## src/logic/vertical_chain_notes_unused.sv

```systemverilog
`timescale 1ns/100ps
`default_nettype none
`default_nettype wire

```

## src/logic/vtiming_pkg.sv

```systemverilog
// constants, register map and carrier types of the vertical timing chain
// assumes a 32-bit ahb-lite slave with one aligned word per register
package vtiming_pkg;

    // ------------------------------------------------------------
    // register indices (byte address is four times the index)
    // ------------------------------------------------------------
    localparam logic [3:0] IDX_CELL_SCAN_HEIGHT     = 4'h4;
    localparam logic [3:0] IDX_FRAME_ROW_LENGTH     = 4'h5;
    localparam logic [3:0] IDX_VERTICAL_BLANK_ROW   = 4'h6;
    localparam logic [3:0] IDX_VSYNC_BEGIN_END      = 4'h7;
    localparam logic [3:0] IDX_STATUS_ROW_POSITION  = 4'h8;
    localparam logic [3:0] IDX_BLINK_RATE_DUTY      = 4'h9;
    localparam logic [3:0] IDX_BLOCK_GRAPHICS_COLS  = 4'hA;
    localparam logic [3:0] IDX_BLOCK_GRAPHICS_ROWS  = 4'hB;
    localparam logic [3:0] IDX_UNDERLINE_SCAN_RANGE = 4'hC;
    localparam logic [3:0] IDX_CURSOR_SCAN_RANGE    = 4'hD;
    localparam logic [3:0] IDX_CURSOR_ADDRESS       = 4'hE;
    localparam logic [3:0] IDX_CHAIN_STATUS         = 4'hF;
    localparam int         IDX_LSB                  = 2;

    // ------------------------------------------------------------
    // field positions and widths
    // ------------------------------------------------------------
    localparam int ROW_W      = 5;
    localparam int SCAN_W     = 4;
    localparam int ADDR_W     = 16;
    localparam int NIB_HI_LSB = 4;
    localparam int RATE_LSB   = 3;
    localparam int RATE_W     = 5;
    localparam int DUTY_W     = 3;

    // ------------------------------------------------------------
    // reset values
    // ------------------------------------------------------------
    localparam logic [7:0]        RST_BYTE = 8'h00;
    localparam logic [ROW_W-1:0]  RST_ROW  = 5'h00;
    localparam logic [ADDR_W-1:0] RST_ADDR = 16'h0000;

    // ------------------------------------------------------------
    // ahb-lite encodings
    // ------------------------------------------------------------
    localparam logic [1:0] HTRANS_NONSEQ = 2'h2;
    localparam logic [2:0] HSIZE_WORD    = 3'h2;
    localparam logic       HRESP_OKAY    = 1'b0;

    // timing counts: one character time is one clock
    localparam int CHAR_TIME_CYCLES = 1;

    // frame phase: displayed and retrace rows, then extra scans
    typedef enum logic [0:0] {ST_ROWS, ST_EXTRA} frame_phase_e;

    // blink divider configuration
    typedef struct packed {
        logic [RATE_W-1:0] rate;
        logic [DUTY_W-1:0] duty;
    } blink_cfg_s;

endpackage
```

## src/logic/blink_divider.sv

```systemverilog
// blink divider stepped by vertical sync pulses
// assumes vsync_tick is a one-cycle pulse per vertical sync start
`timescale 1ns/100ps
`default_nettype none

module blink_divider
    import vtiming_pkg::*;
(
    input  wire logic       hclk,        // character clock
    input  wire logic       hresetn,     // async reset, active low
    input  wire blink_cfg_s cfg,         // divisor and duty code
    input  wire logic       vsync_tick,  // one pulse per frame
    output logic            blink,       // duty-shaped blink level
    output logic            blink_slow   // half of blink rate
);

    // ------------------------------------------------------------
    // divider state
    // ------------------------------------------------------------
    logic [RATE_W-1:0] cnt_reg;
    logic              terminal;
    logic [8:0]        on_limit;
    logic [8:0]        phase_x8;

    // on while cnt*8 < (duty+1)*(rate+1); 011 gives exactly half duty when rate is odd
    assign terminal = (cnt_reg == cfg.rate);
    assign on_limit = 9'((cfg.duty + 4'h1) * (cfg.rate + 6'h01));
    assign phase_x8 = {1'b0, cnt_reg, 3'h0};

    // advance on each sync pulse, reload at the terminal count
    always_ff @(posedge hclk or negedge hresetn) begin
        if (!hresetn) begin
            cnt_reg    <= '0;
            blink_slow <= 1'b0;
        end else if (vsync_tick) begin
            cnt_reg    <= terminal ? '0 : cnt_reg + 1'b1;
            blink_slow <= terminal ? ~blink_slow : blink_slow;
        end
    end

    // duty output registered so it stays glitch free
    always_ff @(posedge hclk or negedge hresetn) begin
        if (!hresetn) begin
            blink <= 1'b0;
        end else begin
            blink <= (phase_x8 < on_limit);
        end
    end

endmodule

`default_nettype wire

```

## src/logic/vertical_chain.sv

```systemverilog
// vertical timing chain with cursor, underline and block graphics controls
// assumes horizontal timing supplies line_end and hblank_begin pulses on
// the character clock, and an ahb-lite master for the register file
//
// Added by the designer: the AHB-Lite register port.
`timescale 1ns/100ps
`default_nettype none

module vertical_chain
    import vtiming_pkg::*;
(
    input  wire logic              hclk,           // character clock
    input  wire logic              hresetn,        // async reset, low
    input  wire logic              hsel,           // slave select
    input  wire logic [31:0]       haddr,          // byte address
    input  wire logic [1:0]        htrans,         // transfer type
    input  wire logic              hwrite,         // write when high
    input  wire logic [2:0]        hsize,          // transfer size
    input  wire logic [31:0]       hwdata,         // write data
    input  wire logic              hready,         // bus ready in
    output logic                   hreadyout,      // slave ready
    output logic [31:0]            hrdata,         // read data
    output logic                   hresp,          // always okay
    input  wire logic              line_end,       // last char of line
    input  wire logic              hblank_begin,   // hblank start pulse
    input  wire logic [ADDR_W-1:0] char_addr,      // shown char address
    input  wire logic              underline_attr, // underline selected
    input  wire logic [2:0]        dot_index,      // dot in cell
    output logic                   vblank,         // vertical blanking
    output logic                   vsync_n,        // vertical sync, low
    output logic                   status_row,     // status row shown
    output logic                   frame_start,    // new frame pulse
    output logic                   cursor_video,   // cursor inserted
    output logic                   underline_video,// underline inserted
    output logic                   blink,          // blink level
    output logic                   blink_slow,     // slow blink level
    output logic [1:0]             gfx_column,     // 0 left 1 mid 2 right
    output logic [1:0]             gfx_row         // 0 top 1 mid 2 bottom
);

    // ------------------------------------------------------------
    // helper functions
    // ------------------------------------------------------------

    // column index: count of boundary bits 1..7 set at or below the dot, capped at 2
    function automatic logic [1:0] column_of(input logic [7:0] map,
                                             input logic [2:0] dot);
        logic [1:0] col;
        col = 2'h0;
        for (int i = 1; i < 8; i++) begin
            if ((i <= int'(dot)) && map[i] && (col != 2'h2)) begin
                col = col + 2'h1;
            end
        end
        return col;
    endfunction

    // next state of a begin/end scan flip-flop at a line boundary
    function automatic logic range_ff(input logic       cur,
                                      input logic [7:0] range,
                                      input logic [3:0] old_scan,
                                      input logic [3:0] new_scan);
        logic v;
        v = cur;
        if (old_scan == range[3:0]) begin
            v = 1'b0;
        end
        if (new_scan == range[7:4]) begin
            v = 1'b1;
        end
        return v;
    endfunction

    // row compare with one added, safe at the top of the range
    function automatic logic row_after(input logic [ROW_W-1:0] row,
                                       input logic [ROW_W-1:0] ref_row);
        return ({1'b0, row} == ({1'b0, ref_row} + 6'h01));
    endfunction

    // ------------------------------------------------------------
    // register file
    // ------------------------------------------------------------
    logic [7:0]        cell_reg;       // height high, extra scans low
    logic [ROW_W-1:0]  frame_len_reg;
    logic [ROW_W-1:0]  blank_row_reg;
    logic [7:0]        vsync_reg;      // begin high, end low
    logic [ROW_W-1:0]  status_pos_reg;
    logic [7:0]        blink_cfg_reg;
    logic [7:0]        gcol_reg;
    logic [7:0]        grow_reg;
    logic [7:0]        ul_reg;
    logic [7:0]        cur_reg;
    logic [ADDR_W-1:0] cursor_address_addr_reg;
    logic [15:0]       chain_status;   // read-only position word

    // ------------------------------------------------------------
    // ahb-lite slave, zero wait states
    // ------------------------------------------------------------
    logic       wr_pend_reg;
    logic [3:0] wr_idx_reg;
    logic       addr_phase;
    logic [3:0] a_idx;
    logic       a_word;
    logic [31:0] rd_value;
    logic [31:0] rd_mux;

    assign addr_phase = hsel && hready && (htrans == HTRANS_NONSEQ);
    assign a_idx      = haddr[IDX_LSB +: 4];
    assign a_word     = (hsize == HSIZE_WORD) && (haddr[31:6] == 26'h0);

    // register read decode; unmapped words read as zero
    always_comb begin
        rd_value = 32'h0000_0000;
        unique case (a_idx)
            IDX_CELL_SCAN_HEIGHT:     rd_value[7:0] = cell_reg;
            IDX_FRAME_ROW_LENGTH:     rd_value[4:0] = frame_len_reg;
            IDX_VERTICAL_BLANK_ROW:   rd_value[4:0] = blank_row_reg;
            IDX_VSYNC_BEGIN_END:      rd_value[7:0] = vsync_reg;
            IDX_STATUS_ROW_POSITION:  rd_value[4:0] = status_pos_reg;
            IDX_BLINK_RATE_DUTY:      rd_value[7:0] = blink_cfg_reg;
            IDX_BLOCK_GRAPHICS_COLS:  rd_value[7:0] = gcol_reg;
            IDX_BLOCK_GRAPHICS_ROWS:  rd_value[7:0] = grow_reg;
            IDX_UNDERLINE_SCAN_RANGE: rd_value[7:0] = ul_reg;
            IDX_CURSOR_SCAN_RANGE:    rd_value[7:0] = cur_reg;
            IDX_CURSOR_ADDRESS:       rd_value[15:0] = cursor_address_addr_reg;
            IDX_CHAIN_STATUS:         rd_value[15:0] = chain_status;
            default:                  rd_value = 32'h0000_0000;
        endcase
    end

    // a read right behind a write to the same word sees the new data
    assign rd_mux = (wr_pend_reg && (wr_idx_reg == a_idx))
                    ? (hwdata & rd_mask(a_idx)) : rd_value;

    // field mask per word, so forwarded data matches the stored width
    function automatic logic [31:0] rd_mask(input logic [3:0] idx);
        logic [31:0] m;
        m = 32'h0000_00FF;
        if ((idx == IDX_FRAME_ROW_LENGTH) || (idx == IDX_VERTICAL_BLANK_ROW)
            || (idx == IDX_STATUS_ROW_POSITION)) begin
            m = 32'h0000_001F;
        end else if (idx == IDX_CURSOR_ADDRESS) begin
            m = 32'h0000_FFFF;
        end else if ((idx == IDX_CHAIN_STATUS) || (idx < IDX_CELL_SCAN_HEIGHT)) begin
            m = 32'h0000_0000;
        end
        return m;
    endfunction

    // address phase capture and registered read data
    always_ff @(posedge hclk or negedge hresetn) begin
        if (!hresetn) begin
            wr_pend_reg <= 1'b0;
            wr_idx_reg  <= 4'h0;
            hrdata      <= 32'h0000_0000;
            hreadyout   <= 1'b0;
            hresp       <= HRESP_OKAY;
        end else begin
            hreadyout   <= 1'b1;
            hresp       <= HRESP_OKAY;
            wr_pend_reg <= addr_phase && hwrite && a_word;
            wr_idx_reg  <= a_idx;
            if (addr_phase && !hwrite) begin
                hrdata <= a_word ? rd_mux : 32'h0000_0000;
            end
        end
    end

    // data phase write into the addressed word
    always_ff @(posedge hclk or negedge hresetn) begin
        if (!hresetn) begin
            cell_reg       <= RST_BYTE;
            frame_len_reg  <= RST_ROW;
            blank_row_reg  <= RST_ROW;
            vsync_reg      <= RST_BYTE;
            status_pos_reg <= RST_ROW;
            blink_cfg_reg  <= RST_BYTE;
            gcol_reg       <= RST_BYTE;
            grow_reg       <= RST_BYTE;
            ul_reg         <= RST_BYTE;
            cur_reg        <= RST_BYTE;
            cursor_address_addr_reg  <= RST_ADDR;
        end else if (wr_pend_reg) begin
            unique case (wr_idx_reg)
                IDX_CELL_SCAN_HEIGHT:     cell_reg <= hwdata[7:0];
                IDX_FRAME_ROW_LENGTH:     frame_len_reg <= hwdata[4:0];
                IDX_VERTICAL_BLANK_ROW:   blank_row_reg <= hwdata[4:0];
                IDX_VSYNC_BEGIN_END:      vsync_reg <= hwdata[7:0];
                IDX_STATUS_ROW_POSITION:  status_pos_reg <= hwdata[4:0];
                IDX_BLINK_RATE_DUTY:      blink_cfg_reg <= hwdata[7:0];
                IDX_BLOCK_GRAPHICS_COLS:  gcol_reg <= hwdata[7:0];
                IDX_BLOCK_GRAPHICS_ROWS:  grow_reg <= hwdata[7:0];
                IDX_UNDERLINE_SCAN_RANGE: ul_reg <= hwdata[7:0];
                IDX_CURSOR_SCAN_RANGE:    cur_reg <= hwdata[7:0];
                IDX_CURSOR_ADDRESS:       cursor_address_addr_reg <= hwdata[15:0];
                default:                  cell_reg <= cell_reg;
            endcase
        end
    end

    // ------------------------------------------------------------
    // row and scan counters
    // ------------------------------------------------------------
    frame_phase_e      phase_reg;
    frame_phase_e      phase_next;
    logic [ROW_W-1:0]  row_reg;
    logic [ROW_W-1:0]  row_next;
    logic [SCAN_W-1:0] scan_reg;
    logic [SCAN_W-1:0] scan_next;
    logic              wrap_next;

    logic [3:0] height;
    logic [3:0] extra;
    logic [3:0] vs_begin;
    logic [3:0] vs_end;
    assign height   = cell_reg[NIB_HI_LSB +: 4];
    assign extra    = cell_reg[3:0];
    assign vs_begin = vsync_reg[NIB_HI_LSB +: 4];
    assign vs_end   = vsync_reg[3:0];

    // scan wraps at cell height in rows and at extra in the extra scans, so a compare above both never matches
    always_comb begin
        phase_next = phase_reg;
        row_next   = row_reg;
        scan_next  = scan_reg + 4'h1;
        wrap_next  = 1'b0;
        unique case (phase_reg)
            ST_ROWS: begin
                if (scan_reg == height) begin
                    scan_next = 4'h0;
                    if (row_reg == frame_len_reg) begin
                        row_next   = RST_ROW;
                        wrap_next  = (extra == height);
                        phase_next = wrap_next ? ST_ROWS : ST_EXTRA;
                    end else begin
                        row_next = row_reg + 5'h01;
                    end
                end
            end
            ST_EXTRA: begin
                if (scan_reg == extra) begin
                    scan_next  = 4'h0;
                    wrap_next  = 1'b1;
                    phase_next = ST_ROWS;
                end
            end
        endcase
    end

    // counters step at the end of every scan line
    always_ff @(posedge hclk or negedge hresetn) begin
        if (!hresetn) begin
            phase_reg <= ST_ROWS;
            row_reg   <= RST_ROW;
            scan_reg  <= 4'h0;
        end else if (line_end) begin
            phase_reg <= phase_next;
            row_reg   <= row_next;
            scan_reg  <= scan_next;
        end
    end

    assign chain_status = {5'h00, phase_reg == ST_EXTRA, row_reg,
                           1'b0, scan_reg};

    // ------------------------------------------------------------
    // blanking, sync and status row
    // ------------------------------------------------------------
    logic in_rows;
    logic blank_now;
    logic sync_on;
    logic vs_begin_hit;
    logic vs_end_hit;

    assign in_rows   = (phase_reg == ST_ROWS);
    assign blank_now = !in_rows || (row_reg > blank_row_reg);
    assign sync_on   = (vs_begin != vs_end);

    // begin line: normally in first blank row, else last displayed line
    assign vs_begin_hit = hblank_begin && sync_on && vsync_n && in_rows &&
        ((vs_begin == height)
            ? ((row_reg == blank_row_reg) && (scan_reg == height))
            : (row_after(row_reg, blank_row_reg)
               && (scan_reg == vs_begin)));
    assign vs_end_hit = hblank_begin && !vsync_n && (scan_reg == vs_end);

    // registering the hits gives the one char time after hblank
    always_ff @(posedge hclk or negedge hresetn) begin
        if (!hresetn) begin
            vblank      <= 1'b0;
            vsync_n     <= 1'b1;
            status_row  <= 1'b0;
            frame_start <= 1'b0;
        end else begin
            vblank      <= blank_now;
            vsync_n     <= vs_begin_hit ? 1'b0 : (vs_end_hit ? 1'b1 : vsync_n);
            status_row  <= in_rows && row_after(row_reg, status_pos_reg);
            frame_start <= line_end && wrap_next;
        end
    end

    // ------------------------------------------------------------
    // cursor and underline scan flip-flops
    // ------------------------------------------------------------
    logic cur_ff_reg;
    logic ul_ff_reg;
    logic at_cursor;

    always_ff @(posedge hclk or negedge hresetn) begin
        if (!hresetn) begin
            cur_ff_reg <= 1'b0;
            ul_ff_reg  <= 1'b0;
        end else if (line_end) begin
            cur_ff_reg <= range_ff(cur_ff_reg, cur_reg, scan_reg, scan_next);
            ul_ff_reg  <= range_ff(ul_ff_reg, ul_reg, scan_reg, scan_next);
        end
    end

    assign at_cursor = (char_addr == cursor_address_addr_reg);

    // video inserts, gated off during vertical blanking
    always_ff @(posedge hclk or negedge hresetn) begin
        if (!hresetn) begin
            cursor_video    <= 1'b0;
            underline_video <= 1'b0;
        end else begin
            cursor_video    <= at_cursor && cur_ff_reg && !blank_now;
            underline_video <= underline_attr && ul_ff_reg && !blank_now;
        end
    end

    // ------------------------------------------------------------
    // block graphics partitions
    // ------------------------------------------------------------
    logic [1:0] col_now;
    logic [1:0] row_part;

    assign col_now  = column_of(gcol_reg, dot_index);
    assign row_part = (scan_reg >= grow_reg[3:0]) ? 2'h2 :
                      ((scan_reg >= grow_reg[NIB_HI_LSB +: 4]) ? 2'h1 : 2'h0);

    always_ff @(posedge hclk or negedge hresetn) begin
        if (!hresetn) begin
            gfx_column <= 2'h0;
            gfx_row    <= 2'h0;
        end else begin
            gfx_column <= col_now;
            gfx_row    <= row_part;
        end
    end

    // ------------------------------------------------------------
    // blink divider, stepped at each sync start
    // ------------------------------------------------------------
    logic vs_tick_reg;

    always_ff @(posedge hclk or negedge hresetn) begin
        if (!hresetn) begin
            vs_tick_reg <= 1'b0;
        end else begin
            vs_tick_reg <= vs_begin_hit;
        end
    end

    blink_divider u_blink (
        .hclk       (hclk),
        .hresetn    (hresetn),
        .cfg        (blink_cfg_reg),
        .vsync_tick (vs_tick_reg),
        .blink      (blink),
        .blink_slow (blink_slow)
    );

endmodule

`default_nettype wire

```

## config.mk

```make
export PLATFORM = sky130hd
export DESIGN_NAME = vertical_chain
export DESIGN_NICKNAME = d
export VERILOG_FILES = /design/src/logic/vertical_chain_notes_unused.sv /design/src/logic/vtiming_pkg.sv /design/src/logic/blink_divider.sv /design/src/logic/vertical_chain.sv
export SDC_FILE = /design/constraint.sdc
export NUM_CORES = 1
export LEC_CHECK = 0
export ABC_AREA = 1
export BUFFER_PORTS_ARGS = -buffer_cell sky130_fd_sc_hd__buf_2
export CORE_ASPECT_RATIO = 1.25
export CORE_MARGIN = 1.5
export CORE_UTILIZATION = 42
export DETAILED_ROUTE_END_ITERATION = 10
export PLACE_DENSITY = 0.66
export SLEW_MARGIN = 0
export SYNTH_ARGS = -nofsm -noshare
export SYNTH_HDL_FRONTEND = slang
export SYNTH_SLANG_ARGS = --single-unit
```

## constraint.sdc

```tcl
create_clock -name hclk -period 4.4 [get_ports hclk]
set_clock_uncertainty 0.1 [all_clocks]
set_input_delay 0 -clock hclk [delete_from_list [all_inputs] [get_ports hclk]]
set_output_delay 0 -clock hclk [all_outputs]
set_load 0.1 [all_outputs]
```

Yosys cells after proc, flatten, opt, wreduce, memory -nomap -nowiden

Cells that the tools add are included.

Bits in registers: 155
Bits of input ports: 96
Output and inout bits: 46

Magnitude comparators: 12
$mul: 1
Reduce and logical (&&, ||, !) cells: 60
Mux-type cells: 38
$add $sub $neg: 13
Eq/ne operators: 49
Bitwise gates (word level): 3

Operators by type and width:

| operator                                                              | number |
|---|---|
| 32-bit 2-to-1 mux                                                     | 2 |
| 4-bit equality test, second input constant                            | 15 |
| 5-bit one-hot mux with 12 select lines                                | 1 |
| 4-bit equality test                                                   | 11 |
| 1-bit logical AND                                                     | 34 |
| 32-bit bitwise AND                                                    | 1 |
| 4-bit by 3-bit equality test with 1-bit output, second input constant | 8 |
| 16-bit 2-to-1 mux                                                     | 2 |
| 2-bit AND reduction                                                   | 14 |
| 3-bit one-hot mux with 9 select lines                                 | 1 |
| 26-bit zero test                                                      | 1 |
| 5-bit by 1-bit adder with 6-bit output, second input constant         | 3 |
| 16-bit equality test                                                  | 1 |
| 1-bit 2-to-1 mux                                                      | 16 |
| 8-bit one-hot mux with 2 select lines                                 | 1 |
| 5-bit equality test                                                   | 3 |
| 2-bit 2-to-1 mux                                                      | 7 |
| 2-bit by 1-bit adder with 2-bit output, second input constant         | 6 |
| 5-bit by 6-bit equality test with 1-bit output                        | 2 |
| 3-bit <= comparator, first input constant                             | 4 |
| 2-bit != test, second input constant                                  | 6 |
| 5-bit by 1-bit adder with 5-bit output, second input constant         | 2 |
| 5-bit 2-to-1 mux                                                      | 2 |
| 8-bit by 9-bit less-than comparator with 1-bit output                 | 1 |
| other kinds (20)                                                      | 32 |

Logic depth before layout (Yosys ltp)

Gate-level depths: netlist (run 1).

Depth in word-level cells: 21
Mapped depth: 28

Cells and area by module

From an unflattened synthesis (run 1), not the netlist that was laid out.

Cell total of the unflattened synthesis: 1,266
Area, all modules: 9,367.7 µm²

Modules (own cells, without submodules):

| module         | instances | cells each | area an instance (µm²) |
|---|---|---|---|
| vertical_chain | 1         | 1,084      | 8,055.2 |
| blink_divider  | 1         | 182        | 1,312.5 |

Worst setup path after synthesis (run 1)

No wires, ideal clock.

Path kind: reg2reg
From: register gcol_reg[1]
To: register gfx_column[1]
Stages on the path, launching flop included: 26
Arrival time: 3,850 ps
Period minus slack after synthesis: 4,015 ps
Slack: 385 ps
Path buffers: 0
Data required time: 4,235 ps
Path through: dfrtp_1 inv_1 a21oi_1 inv_1 ha_1 nand4_1 nand2_1 ha_1 nor2_1 nand2_1 nand2_1 o21ai_0 ha_1 nor3_1 o21ai_0 nand2_1 nand2_1 ha_1 nor3_1 nand2_1 and2_1 ha_1 nor4_1 inv_1 or2_2 nand2_1

Cells in the longest elaborated chain, start to end: 20

RTL lines:

| item                                                                                           | line                  | text |
|---|---|---|
| from (decl)                                                                                    | vertical_chain.sv:89  | `logic [7:0] gcol_reg;` |
| from (signal assigned)                                                                         | vertical_chain.sv:191 | `IDX_BLOCK_GRAPHICS_COLS: gcol_reg <= hwdata[7:0];` |
| 1-bit logical AND *                                                                            | vertical_chain.sv:51  | `if ((i <= int'(dot)) && map[i] && (col != 2'h2)) begin` |
| 1-bit 2-to-1 mux *                                                                             | vertical_chain.sv:51  |  |
| parallel branches: the longest is 2 deep, another holds 2-bit by 1-bit adder with 2-bit output | n/a                   |  |
| 2-bit 2-to-1 mux *                                                                             | vertical_chain.sv:51  |  |
| parallel branches: the longest is 2 deep, another holds 2-bit by 1-bit adder with 2-bit output | n/a                   |  |
| 2-bit 2-to-1 mux *                                                                             | vertical_chain.sv:51  |  |
| parallel branches: the longest is 2 deep, another holds 2-bit by 1-bit adder with 2-bit output | n/a                   |  |
| 2-bit 2-to-1 mux *                                                                             | vertical_chain.sv:51  |  |
| parallel branches: the longest is 2 deep, another holds 2-bit by 1-bit adder with 2-bit output | n/a                   |  |
| 2-bit 2-to-1 mux *                                                                             | vertical_chain.sv:51  |  |
| parallel branches: the longest is 2 deep, another holds 2-bit by 1-bit adder with 2-bit output | n/a                   |  |
| 2-bit 2-to-1 mux *                                                                             | vertical_chain.sv:51  |  |
| parallel branches: the longest is 2 deep, another holds 2-bit by 1-bit adder with 2-bit output | n/a                   |  |
| 2-bit 2-to-1 mux *                                                                             | vertical_chain.sv:51  |  |
| net col_now[1]                                                                                 | vertical_chain.sv:335 | `logic [1:0] col_now;` |
| to (signal assigned)                                                                           | vertical_chain.sv:347 | `gfx_column <= col_now;` |
| to (decl)                                                                                      | vertical_chain.sv:37  | `output logic [1:0] gfx_column,` |

Mark *: on every way through the listed nets, which the timed path passes.
A chain may end at the register's enable or synchronous reset.

Worst setup path after layout (run 1)

From: register blink_cfg_reg[0]
To: register u_blink.blink

Cells in the longest elaborated chain, start to end: 3

RTL lines:

| item                                                  | line                  | text |
|---|---|---|
| from (decl)                                           | vertical_chain.sv:88  | `logic [7:0] blink_cfg_reg;` |
| from (signal assigned)                                | vertical_chain.sv:190 | `IDX_BLINK_RATE_DUTY: blink_cfg_reg <= hwdata[7:0];` |
| 3-bit by 1-bit adder with 4-bit output                | blink_divider.sv:27   | `assign on_limit = 9'((cfg.duty + 4'h1) * (cfg.rate + 6'h01));` |
| 9-bit by 9-bit multiplier with 9-bit output           | blink_divider.sv:27   |  |
| 8-bit by 9-bit less-than comparator with 1-bit output | blink_divider.sv:46   | `blink <= (phase_x8 < on_limit);` |
| to (signal assigned)                                  | blink_divider.sv:46   |  |
| to (decl)                                             | blink_divider.sv:13   | `output logic blink,` |

Every way passes these cells.

==> results of run 1 <==
cell usage in the layout, fill, tap and decap left out, types with 2 or more instances in the layout:
cell / count
nand2_1: 303
inv_1: 164
dfrtp_1: 138
o21ai_0: 129
buf_2: 105
nor2_1: 101
nand3_1: 66
ha_1: 44
a21oi_1: 40
dlygate4sd3_1: 39
o22ai_1: 36
xor2_1: 26
xnor2_1: 20
nand4_1: 18
conb_1: 18
nor4_1: 17
clkbuf_16: 17
nor3_1: 11
or2_2: 10
nor2_2: 8
fa_1: 8
nand3b_1: 7
o21ai_1: 4
nand2_2: 4
clkinvlp_4: 4
clkinv_2: 4
inv_4: 3
a22o_1: 3
a221oi_1: 3
buf_4: 3
and2_1: 2
inv_2: 2
or2_0: 2
and3_1: 2
clkbuf_1: 2
worst max-delay path, stage by stage, from the launching register on:
cell and delay (ns):
dfrtp_1 0.45, ha_1 0.26, xnor2_2 0.18, or2_2 0.31
fa_1 0.50, inv_1 0.05, fa_1 0.55, inv_1 0.07
fa_1 0.45, o21ai_0 0.31, xor2_1 0.14, ha_1 0.30
inv_1 0.04, o21bai_1 0.13, a21o_1 0.12, nand2_1 0.04
layout make-up:
| class | count | area, µm² | area share |
|---|---|---|---|
| clock inverter | 11 | 97.6 | 0.00900 |
| clock buffer | 20 | 447 | 0.0412 |
| timing repair buffer | 148 | 950 | 0.0875 |
| tap | 279 | 349 | 0.0322 |
| multi-input combinational | 903 | 4880 | 0.450 |
| sequential | 139 | 3480 | 0.321 |
| inverter | 169 | 642 | 0.0592 |
cells by family (layout without fill, tap and decap cells):
kind of cell | after synthesis | after routing | synth area share
fa+ha+maj | 52 | 52 | 0.0774
compound gates | 226 | 226 | 0.134
xor+xnor | 47 | 47 | 0.0448
simple gates | 559 | 559 | 0.263
mux | 1 | 1 | 0.00123
other cells | 2 | 18 | 0.000818
buf+inv | 214 | 348 | 0.100
flops | 139 | 139 | 0.379
routing by layer:
| layer | track usage | up-vias |
|---|---|---|
| met3 | 0.0461 | 81 |
| met2 | 0.431 | 282 |
| li1 | - | 4297 |
| met5 | 0 | - |
| met1 | 0.311 | 4134 |
| met4 | 0.115 | 0 |
worst paths after layout:
| check | startpoint | end | slack (ns) | cells past startpoint |
|---|---|---|---|---|
| setup reg to reg | blink_cfg_reg[0] | u_blink.blink | 0.30 | 15 |
| max in group asynchronous | hresetn | vsync_n | 2.98 | 3 |
| hold / removal | dot_index[1] | gfx_column[1] | 0.03 | 6 |
| min in group asynchronous | hresetn | gfx_column[0] | 0.13 | 2 |
| setup / recovery | blink_cfg_reg[0] | u_blink.blink | 0.30 | 15 |
| hold reg to reg | u_blink.blink_slow | u_blink.blink_slow | 0.37 | 1 |
repair_timing:
item	4_1_cts	5_1_grt
buffers inserted	0	2
pin swaps	0	3
hold endpoints to repair	176	0
setup endpoints to repair	2	3
resized for setup	3	7
hold buffers	39	0
through the flow:
stage	hold WS [ns]	util	instances	power (µW)	setup TNS (ns)
after floorplan	-0.396	-	1256	2060	0
after global placement	0.0673	0.459	1597	2300	0
after detailed placement	0.0739	0.459	1597	2310	-0.129
after CTS	0.0562	0.503	1667	3680	0
after global routing	0.115	0.505	1669	3850	-0.131
final	0.0341	0.505	1669	3680	0
report_power, final:
part,switching (µW),internal [µW]
Sequential,126,1330
Clock,567,785
Combinational,610,260
Total,1300,2380
==> results.tsv, run 1 <==
stage	metric	value	unit
place	Area after DPL	9860	µm²
power	peak supply drop	0.000275	V
drt	remaining routing DRC violations	0	
critical_path	Setup Crit Path Kind	reg -> reg	
clocking	clk slew on worst S/H paths	0.06	ns
yosys	FF+latch count, synth	139	
yosys	synthesized area	9180	µm²
final_layout	Fillers	2126	
timing	Setup violations, final	0	
place	PortBufs	106	
global_routing	GRT overflow	0	
clocking	worst skew pair latency	0.43	ns
final_layout	Final Instance Area	10800	µm²
floorplanning	row cnt	60	
drt	Routed WL	27900	µm
yosys	sequential area share after synthesis	0.379	
place	Place WS	-0.129	ns
timing	worst-margin pin slew	1.05	ns
timing	Final Max Slew Viols	0	
clocking	H-tree depth	4	
global_routing	vias in the first global route	8508	
run	max-cap violations	0	
yosys	synth top area cells	dfrtp_1, nand2_1, o21ai_0	
critical_path	CP Data Arrival Time	4.32	ns
power	Pwr Density	339	nW/µm²
drt	final antenna-violating net count	0	
drt	1st-iter DRT viols	643	
clocking	clock buffers created by TritonCTS	17	
timing	worst relative slew slack	0.298	
drt	vias	8794	
yosys	Synth warnings	0	
global_routing	largest net degree at the start of global routing	103	
critical_path	Worst Path Required	4.62	ns
timing	PnR worst setup slack	0.296	ns
global_routing	initial antenna violation count	0	
yosys	Synth top cells by count	nand2_1, inv_1, dfrtp_1	
yosys	Avg Inst Size Synth	7.41	µm²
clocking	clock root cell	clkbuf_16	
yosys	Synth top area share	0.376	
floorplanning	Initial Utilization	0.428	
critical_path	Critical Path Fanout Max	7	
hold_path	HP Class	in -> reg	
yosys	distinct cell type count after synthesis	50	
yosys	top_reg_cell synth	dfrtp_1	
drt	drt wl/cell	16.7	µm
timing	min cycle time layout	4.10	ns
floorplanning	Die ar.	22800	µm²
final_layout	layout cells sized above 1	0.126	
place	routability congestion estimate from global placement	0.992	
clocking	CTS tree	done	
yosys	Syn Inst Count	1240	
outcome	outcome	finished, final reports clean	
yosys	ys async rst share	1.00	
yosys	most frequent cell after synthesis	nand2_1	
drt	wire length on met3	1520	µm
yosys	area leader, netlist	dfrtp_1	
critical_path	Worst Setup Start Kind	flip-flop	
final_layout	area grow syn2layout	18.1	%
timing	period utilisation layout	0.933	
drt	via density per instance	5.27	
floorplanning	Core ar.	21500	µm²
global_routing	All-Layer GR Usage	0.254	
drt	first drt pass iteration count	6	
global_routing	first-pass GRT wire length	44300	µm
drt	met2 WL	13700	µm
power	Lkg Pwr	0.00580	µW
floorplanning	Die Span Y	168	µm
place	dpl hpwl	21000	µm
timing	final hold viol count	0	
critical_path	Worst setup EP type	flip-flop	
final_layout	n_diodes	0	
yosys	EDFF count, synth	0	
drt	wire length on met1	11600	µm
drt	DR top layer	met4	
clocking	Max Buffers Root-to-Sink	2	
clocking	clock sinks	139	
final_layout	Nets	1526	
timing	Max Clk Rate	244	MHz
floorplanning	Ports	142	
floorplanning	Die Width	135	µm
No activity file was read; power rests on OpenSTA's default activity.
==> run 2: changes to the inputs <==
- ABC_AREA: 1 -> unset
- CAP_MARGIN: unset -> 20
- CELL_PAD_IN_SITES_DETAIL_PLACEMENT: unset -> 2
- CELL_PAD_IN_SITES_GLOBAL_PLACEMENT: unset -> 2
- CORE_UTILIZATION: 42 -> 36
- PLACE_DENSITY: 0.66 -> 0.84
==> run 2 against run 1 <==
Sequential power about the same. Wire length up 46%. Global-route usage up 5.0 points. Maximum frequency down 5.0%. First-iteration DRC count down 9.5%. Power up 6.0%. Sequential share of layout area down 0.57 points. Final cell count down 15%. Critical endpoint is now gfx_column[1]. Highest routed layer unchanged.
==> results.tsv, run 2 <==
stage	metric	value	unit
outcome	outcome	finished, final reports clean	
power	Clk pwr share	0.401	
timing	Max Clk Rate	231	MHz
global_routing	largest net degree at the start of global routing	61	
place	PortBufs	106	
critical_path	reg2reg path depth	18	
drt	drt wl/cell	28.9	µm
critical_path	CP Cell Sequence	o31ai_4 > inv_2 > ha_4 > or3b_4 > a21o_2 > ha_2 > nor2_4 > xnor3_1 > ha_2 > inv_2 > o2111ai_4 > a31o_1 > ha_1 > nand4b_1 > mux2_4 > ha_1 > or2_4 > a21o_1	
global_routing	vias in the first global route	9371	
clocking	CTS tree	done	
clocking	H-tree depth	4	
floorplanning	Initial Utilization	0.364	
timing	worst relative slew slack	0.348	
critical_path	Worst Path Required	4.65	ns
drt	final antenna-violating net count	0	
yosys	Synth warnings	0	
clocking	clk slew on worst S/H paths	0.08	ns
critical_path	FF-to-FF End	gfx_column[1]	
critical_path	CP Data Arrival Time	4.57	ns
yosys	Synth top area share	0.378	
place	Place WS	-0.219	ns
floorplanning	Die ar.	26400	µm²
yosys	Synth top cells by count	dfrtp_1, mux2_2, nand2_1	
clocking	worst skew pair latency	0.45	ns
clocking	Max Buffers Root-to-Sink	2	
clocking	clock root cell	clkbuf_16	
final_layout	most frequent cells in the layout	dfrtp_1, buf_2, mux2_2	
critical_path	Worst setup EP type	flip-flop	
global_routing	All-Layer GR Usage	0.303	
power	Lkg Pwr	0.00521	µW
final_layout	area grow syn2layout	21.0	%
critical_path	Worst Setup Start Kind	flip-flop	
yosys	top_reg_cell synth	dfrtp_1	
yosys	ys async rst share	1.00	
drt	first drt pass iteration count	5	
global_routing	first-pass GRT wire length	59800	µm
drt	remaining routing DRC violations	0	
yosys	sequential area share after synthesis	0.381	
timing	final hold viol count	0	
timing	Setup violations, final	0	
critical_path	CP startpoint	gcol_reg[1]	
drt	1st-iter DRT viols	582	
critical_path	R2R Setup Slk	0.08	ns
power	peak supply drop	0.000310	V
yosys	EDFF count, synth	0	
power	Logic pwr share	0.217	
critical_path	Max stage delay on crit path	0.42	ns
yosys	Syn Inst Count	928	
place	routability congestion estimate from global placement	0.849	
timing	Final Max Slew Viols	0	
yosys	FF+latch count, synth	139	
drt	via density per instance	5.97	
place	Area after DPL	9930	µm²
yosys	distinct cell type count after synthesis	73	
place	dpl hpwl	24300	µm
timing	min cycle time layout	4.32	ns
yosys	most frequent cell after synthesis	dfrtp_1	
yosys	area leader, netlist	dfrtp_1	
critical_path	CP max-delay cell	dfrtp_1	
final_layout	Fillers	2661	
floorplanning	Core ar.	25100	µm²
drt	Routed WL	40800	µm
drt	vias	8420	
power	switch share	0.356	
timing	worst-margin pin slew	0.951	ns
final_layout	Nets	1208	
critical_path	worst r2r src	gcol_reg[1]	
clocking	clock sinks	139	
final_layout	most common cell after layout, fill and taps aside	dfrtp_1	
timing	setup TNS	0	ns
final_layout	Final Instance Area	11100	µm²
yosys	synth top area cells	dfrtp_1, mux2_2, ha_1	
yosys	synthesized area	9140	µm²
timing	PnR worst setup slack	0.0786	ns
floorplanning	Die Width	146	µm
power	Pwr Density	353	nW/µm²
clocking	clock buffers created by TritonCTS	17	
floorplanning	row cnt	65	
critical_path	crit path to	gfx_column[1]	
floorplanning	Die Span Y	181	µm
final_layout	layout cells sized above 1	0.267	
timing	period utilisation layout	0.982	
run	max-cap violations	0	
global_routing	initial antenna violation count	3	
power	NetSw	1390	µW
power	Seq pwr share	0.382	
critical_path	Critical Path Fanout Max	3	
hold_path	HP Class	in -> async	
floorplanning	Ports	142	
critical_path	Setup Crit Path Kind	reg -> reg	
global_routing	GRT overflow	0	
power	P_int	2510	µW
yosys	Avg Inst Size Synth	9.85	µm²
[run 2: changes by cell type in the layout (fill, tap and decap cells not counted), moves of 25 or more]
cell | previous run | this run
nand3_1 | 66 | 29
inv_1 | 164 | 39
xnor2_1 | 20 | 45
o21ai_0 | 129 | 47
o22ai_1 | 36 | 2
mux2_2 | 1 | 82
nor2_1 | 101 | 55
nand2_1 | 303 | 72
[run 2: cell families after synthesis]
group / count (synthesis) / share of synthesized area
multiplexers: 101 / 0.125
AND/OR/NAND/NOR: 267 / 0.147
flip-flops: 139 / 0.381
adder cells (fa/ha/maj): 52 / 0.0778
AO/OA/AOI/OAI: 164 / 0.119
XOR/XNOR: 97 / 0.0953
buffers and inverters: 106 / 0.0543
other: 2 / 0.000822
[run 2: worst min-delay path by stage]
| stage | endpoint | depth (start not counted) |
|---|---|---|
| 3_3_place_gp | hreadyout | 1 |
| 6_report | hreadyout | 2 |
| 4_1_cts | hreadyout | 2 |
| 5_1_grt | hreadyout | 2 |
| 2_1_floorplan | blank_row_reg[0] | 0 |
| 3_5_place_dp | hreadyout | 1 |
[run 2: worst max-delay path, delay by kind of cell (launching register included)]
kind                       cells  cell delay [ns]
AOI/OAI and AO/OA              5             0.85
muxes                          1             0.35
xor gates and xnor gates       1             0.29
DFF                            1             0.42
buffers and inverters          2             0.15
and+or+nand+nor                4             1.09
adders and majority gates      5             0.94
[run 2: power groups by stage]
stage	registers, µW	logic (µW)	clock network, µW
2_1_floorplan	1470	544	0
3_3_place_gp	1500	729	0
3_5_place_dp	1500	772	0
4_1_cts	1480	826	1550
5_1_grt	1490	900	1620
6_report	1490	846	1560
[run 2: timing repair]
action / CTS / global route
endpoints found under the setup margin: 3 / 3
endpoints found under the hold margin: 129 / 0
gates resized for setup: 8 / 28
buffers inserted: 2 / 6
hold buffers: 30 / 0
pin swaps: 1 / 8
[run 2: final cells by class]
type	count	area (µm²)	area share
Clock buffer	21	450	0.0407
Multi-Input combinational cell	699	5370	0.485
Timing Repair Buffer	160	1020	0.0925
Inverter	43	161	0.0146
Clock inverter	11	145	0.0131
Sequential cell	139	3480	0.315
Antenna cell	3	7.51	0.000679
Tap cell	335	419	0.0379
[run 2: stage by stage]
stage           util  power, µW  std cells  hold slack, ns
2_1_floorplan      -       2020        944          -0.396
3_3_place_gp   0.395       2230       1337         -0.0821
3_5_place_dp   0.395       2270       1337         -0.0684
4_1_cts        0.433       3850       1401          0.0373
5_1_grt        0.440       4010       1411          0.0601
6_report       0.440       3900       1411          0.0145
[run 2: per-layer routing]
| metal | GRT usage | wire length [µm] |
|---|---|---|
| met5 | 0 | 0 |
| met1 | 0.334 | 15000 |
| met4 | 0.206 | 2750 |
| met2 | 0.535 | 21000 |
| met3 | 0.0492 | 2050 |
==> run 3: changes to the inputs <==
- SETUP_SLACK_MARGIN: unset -> 0.1
==> run 3 against run 2 <==
Non-clock buffer count up 11. Critical path depth unchanged. Final cell count up 0.71%. Largest cell class unchanged.
==> results.tsv, run 3 (synthesis gave the netlist of run 2 again) <==
stage	metric	value	unit
outcome	outcome	finished, final reports clean	
critical_path	reg2reg path depth	18	
power	switch share	0.356	
power	Lkg Pwr	0.00526	µW
clocking	clock buffers created by TritonCTS	17	
critical_path	CP Data Arrival Time	4.46	ns
global_routing	initial antenna violation count	2	
critical_path	R2R Setup Slk	0.17	ns
critical_path	FF-to-FF End	u_blink.blink	
clocking	clk slew on worst S/H paths	0.07	ns
drt	1st-iter DRT viols	593	
place	placed cell count	1337	
timing	final hold viol count	0	
power	Clk pwr share	0.403	
drt	via density per instance	5.95	
global_routing	vias in the first global route	9486	
critical_path	Setup Crit Path Kind	reg -> reg	
power	Logic pwr share	0.216	
global_routing	All-Layer GR Usage	0.309	
timing	Setup violations, final	0	
power	P_int	2510	µW
clocking	Max Buffers Root-to-Sink	2	
drt	first drt pass iteration count	5	
floorplanning	row cnt	65	
drt	vias	8462	
final_layout	Nets	1219	
critical_path	Worst Path Required	4.63	ns
floorplanning	Core ar.	25100	µm²
power	Seq pwr share	0.381	
power	NetSw	1390	µW
final_layout	most frequent cells in the layout	dfrtp_1, buf_2, mux2_2	
final_layout	most common cell after layout, fill and taps aside	dfrtp_1	
floorplanning	Initial Utilization	0.364	
timing	Max Clk Rate	236	MHz
floorplanning	Die Width	146	µm
place	PortBufs	106	
global_routing	GR Util met3	0.0634	
timing	period utilisation layout	0.961	
timing	min cycle time layout	4.23	ns
clocking	clock sinks	139	
timing	setup TNS	0	ns
timing	worst relative slew slack	0.325	
global_routing	routing usage on met1	0.335	
global_routing	gr busiest metal	met2	
hold_path	HP Class	in -> async	
power	peak supply drop	0.000299	V
clocking	worst skew pair latency	0.45	ns
global_routing	largest net degree at the start of global routing	61	
floorplanning	Die ar.	26400	µm²
timing	Final Max Slew Viols	0	
final_layout	Non-Filler Instances	1421	
timing	unrepaired setup endpoints after global routing	false	
run	max-cap violations	0	
critical_path	Worst Setup Start Kind	flip-flop	
drt	final antenna-violating net count	0	
place	routability congestion estimate from global placement	0.849	
critical_path	crit path to	u_blink.blink	
clocking	CTS tree	done	
timing	worst-margin pin slew	1.01	ns
place	Place WS	-0.219	ns
drt	drt wl/cell	29.4	µm
final_layout	area grow syn2layout	22.3	%
floorplanning	Die Span Y	181	µm
critical_path	CP startpoint	blink_cfg_reg[4]	
critical_path	Worst setup EP type	flip-flop	
critical_path	Critical Path Fanout Max	4	
power	Pwr Density	349	nW/µm²
drt	Routed WL	41700	µm
global_routing	first-pass GRT wire length	60600	µm
critical_path	worst r2r src	blink_cfg_reg[4]	
clocking	clock root cell	clkbuf_16	
final_layout	layout cells sized above 1	0.281	
global_routing	GRT overflow	0	
timing	PnR worst setup slack	0.170	ns
global_routing	GR Layer Usage met2	0.537	
floorplanning	Ports	142	
place	dpl hpwl	24300	µm
clocking	H-tree depth	4	
drt	remaining routing DRC violations	0	
-- run 3: power by group through the flow --
stage	Clock (µW)	Sequential [µW]	Combinational, µW
2_1_floorplan	0	1470	544
3_3_place_gp	0	1500	729
3_5_place_dp	0	1500	772
4_1_cts	1550	1480	827
5_1_grt	1620	1490	898
6_report	1570	1490	842
-- run 3: metrics by stage --
| stage | instance area [µm²] | hold slack [ns] | power, µW | util |
|---|---|---|---|---|
| floorplan | 9200 | -0.396 | 2020 | - |
| global placement | 9930 | -0.0821 | 2230 | 0.395 |
| detailed placement | 9930 | -0.0684 | 2270 | 0.395 |
| CTS | 11000 | 0.0373 | 3850 | 0.436 |
| global route | 11200 | 0.0600 | 4010 | 0.445 |
| finish | 11200 | 0.0211 | 3900 | 0.445 |
-- run 3: critical path: stages (launching register included) --
cell,delay (ns)
dfrtp_2,0.43
ha_2,0.21
xnor2_2,0.16
buf_4,0.16
nand2b_1,0.16
fa_1,0.49
inv_1,0.05
fa_1,0.56
inv_1,0.09
fa_2,0.40
nor2b_1,0.13
o21ai_1,0.10
nand2_1,0.10
xnor2_2,0.07
ha_1,0.29
nand2_1,0.06
o21ai_1,0.12
a21oi_1,0.07
or3b_1,0.36
-- run 3: area by class of cell --
type | count | area (µm²)
fill | 2624 | 13900
multi-input combinational | 699 | 5410
sequential | 139 | 3480
timing repair buffer | 171 | 1110
clock buffer | 21 | 450
tap | 335 | 419
inverter | 43 | 161
clock inverter | 11 | 145
antenna | 2 | 5.00
-- run 3: worst min-delay path by stage --
stage                       start  cells after the start  slack [ns]          endpoint
final                     hresetn                      2        0.02         hreadyout
after global routing      hresetn                      2        0.06         hreadyout
after CTS                 hresetn                      2        0.04         hreadyout
after detailed placement  hresetn                      1       -0.07         hreadyout
after global placement    hresetn                      1       -0.08         hreadyout
after floorplan           hresetn                      0       -0.40  blank_row_reg[0]
-- run 3: what timing repair did --
action                                  4_1_cts  5_1_grt
hold buffers                                 30        0
endpoints found under the setup margin        3        3
pin swaps                                     5       17
resized for setup                            20       28
buffers inserted                              6       13
endpoints found under the hold margin       129        0
-- run 3: per-layer routing --
metal / up-vias / share of wire
met4: 0 / 0.069
met3: 175 / 0.047
met1: 4387 / 0.37
li1: 3521 / -
met5: - / 0
met2: 379 / 0.52
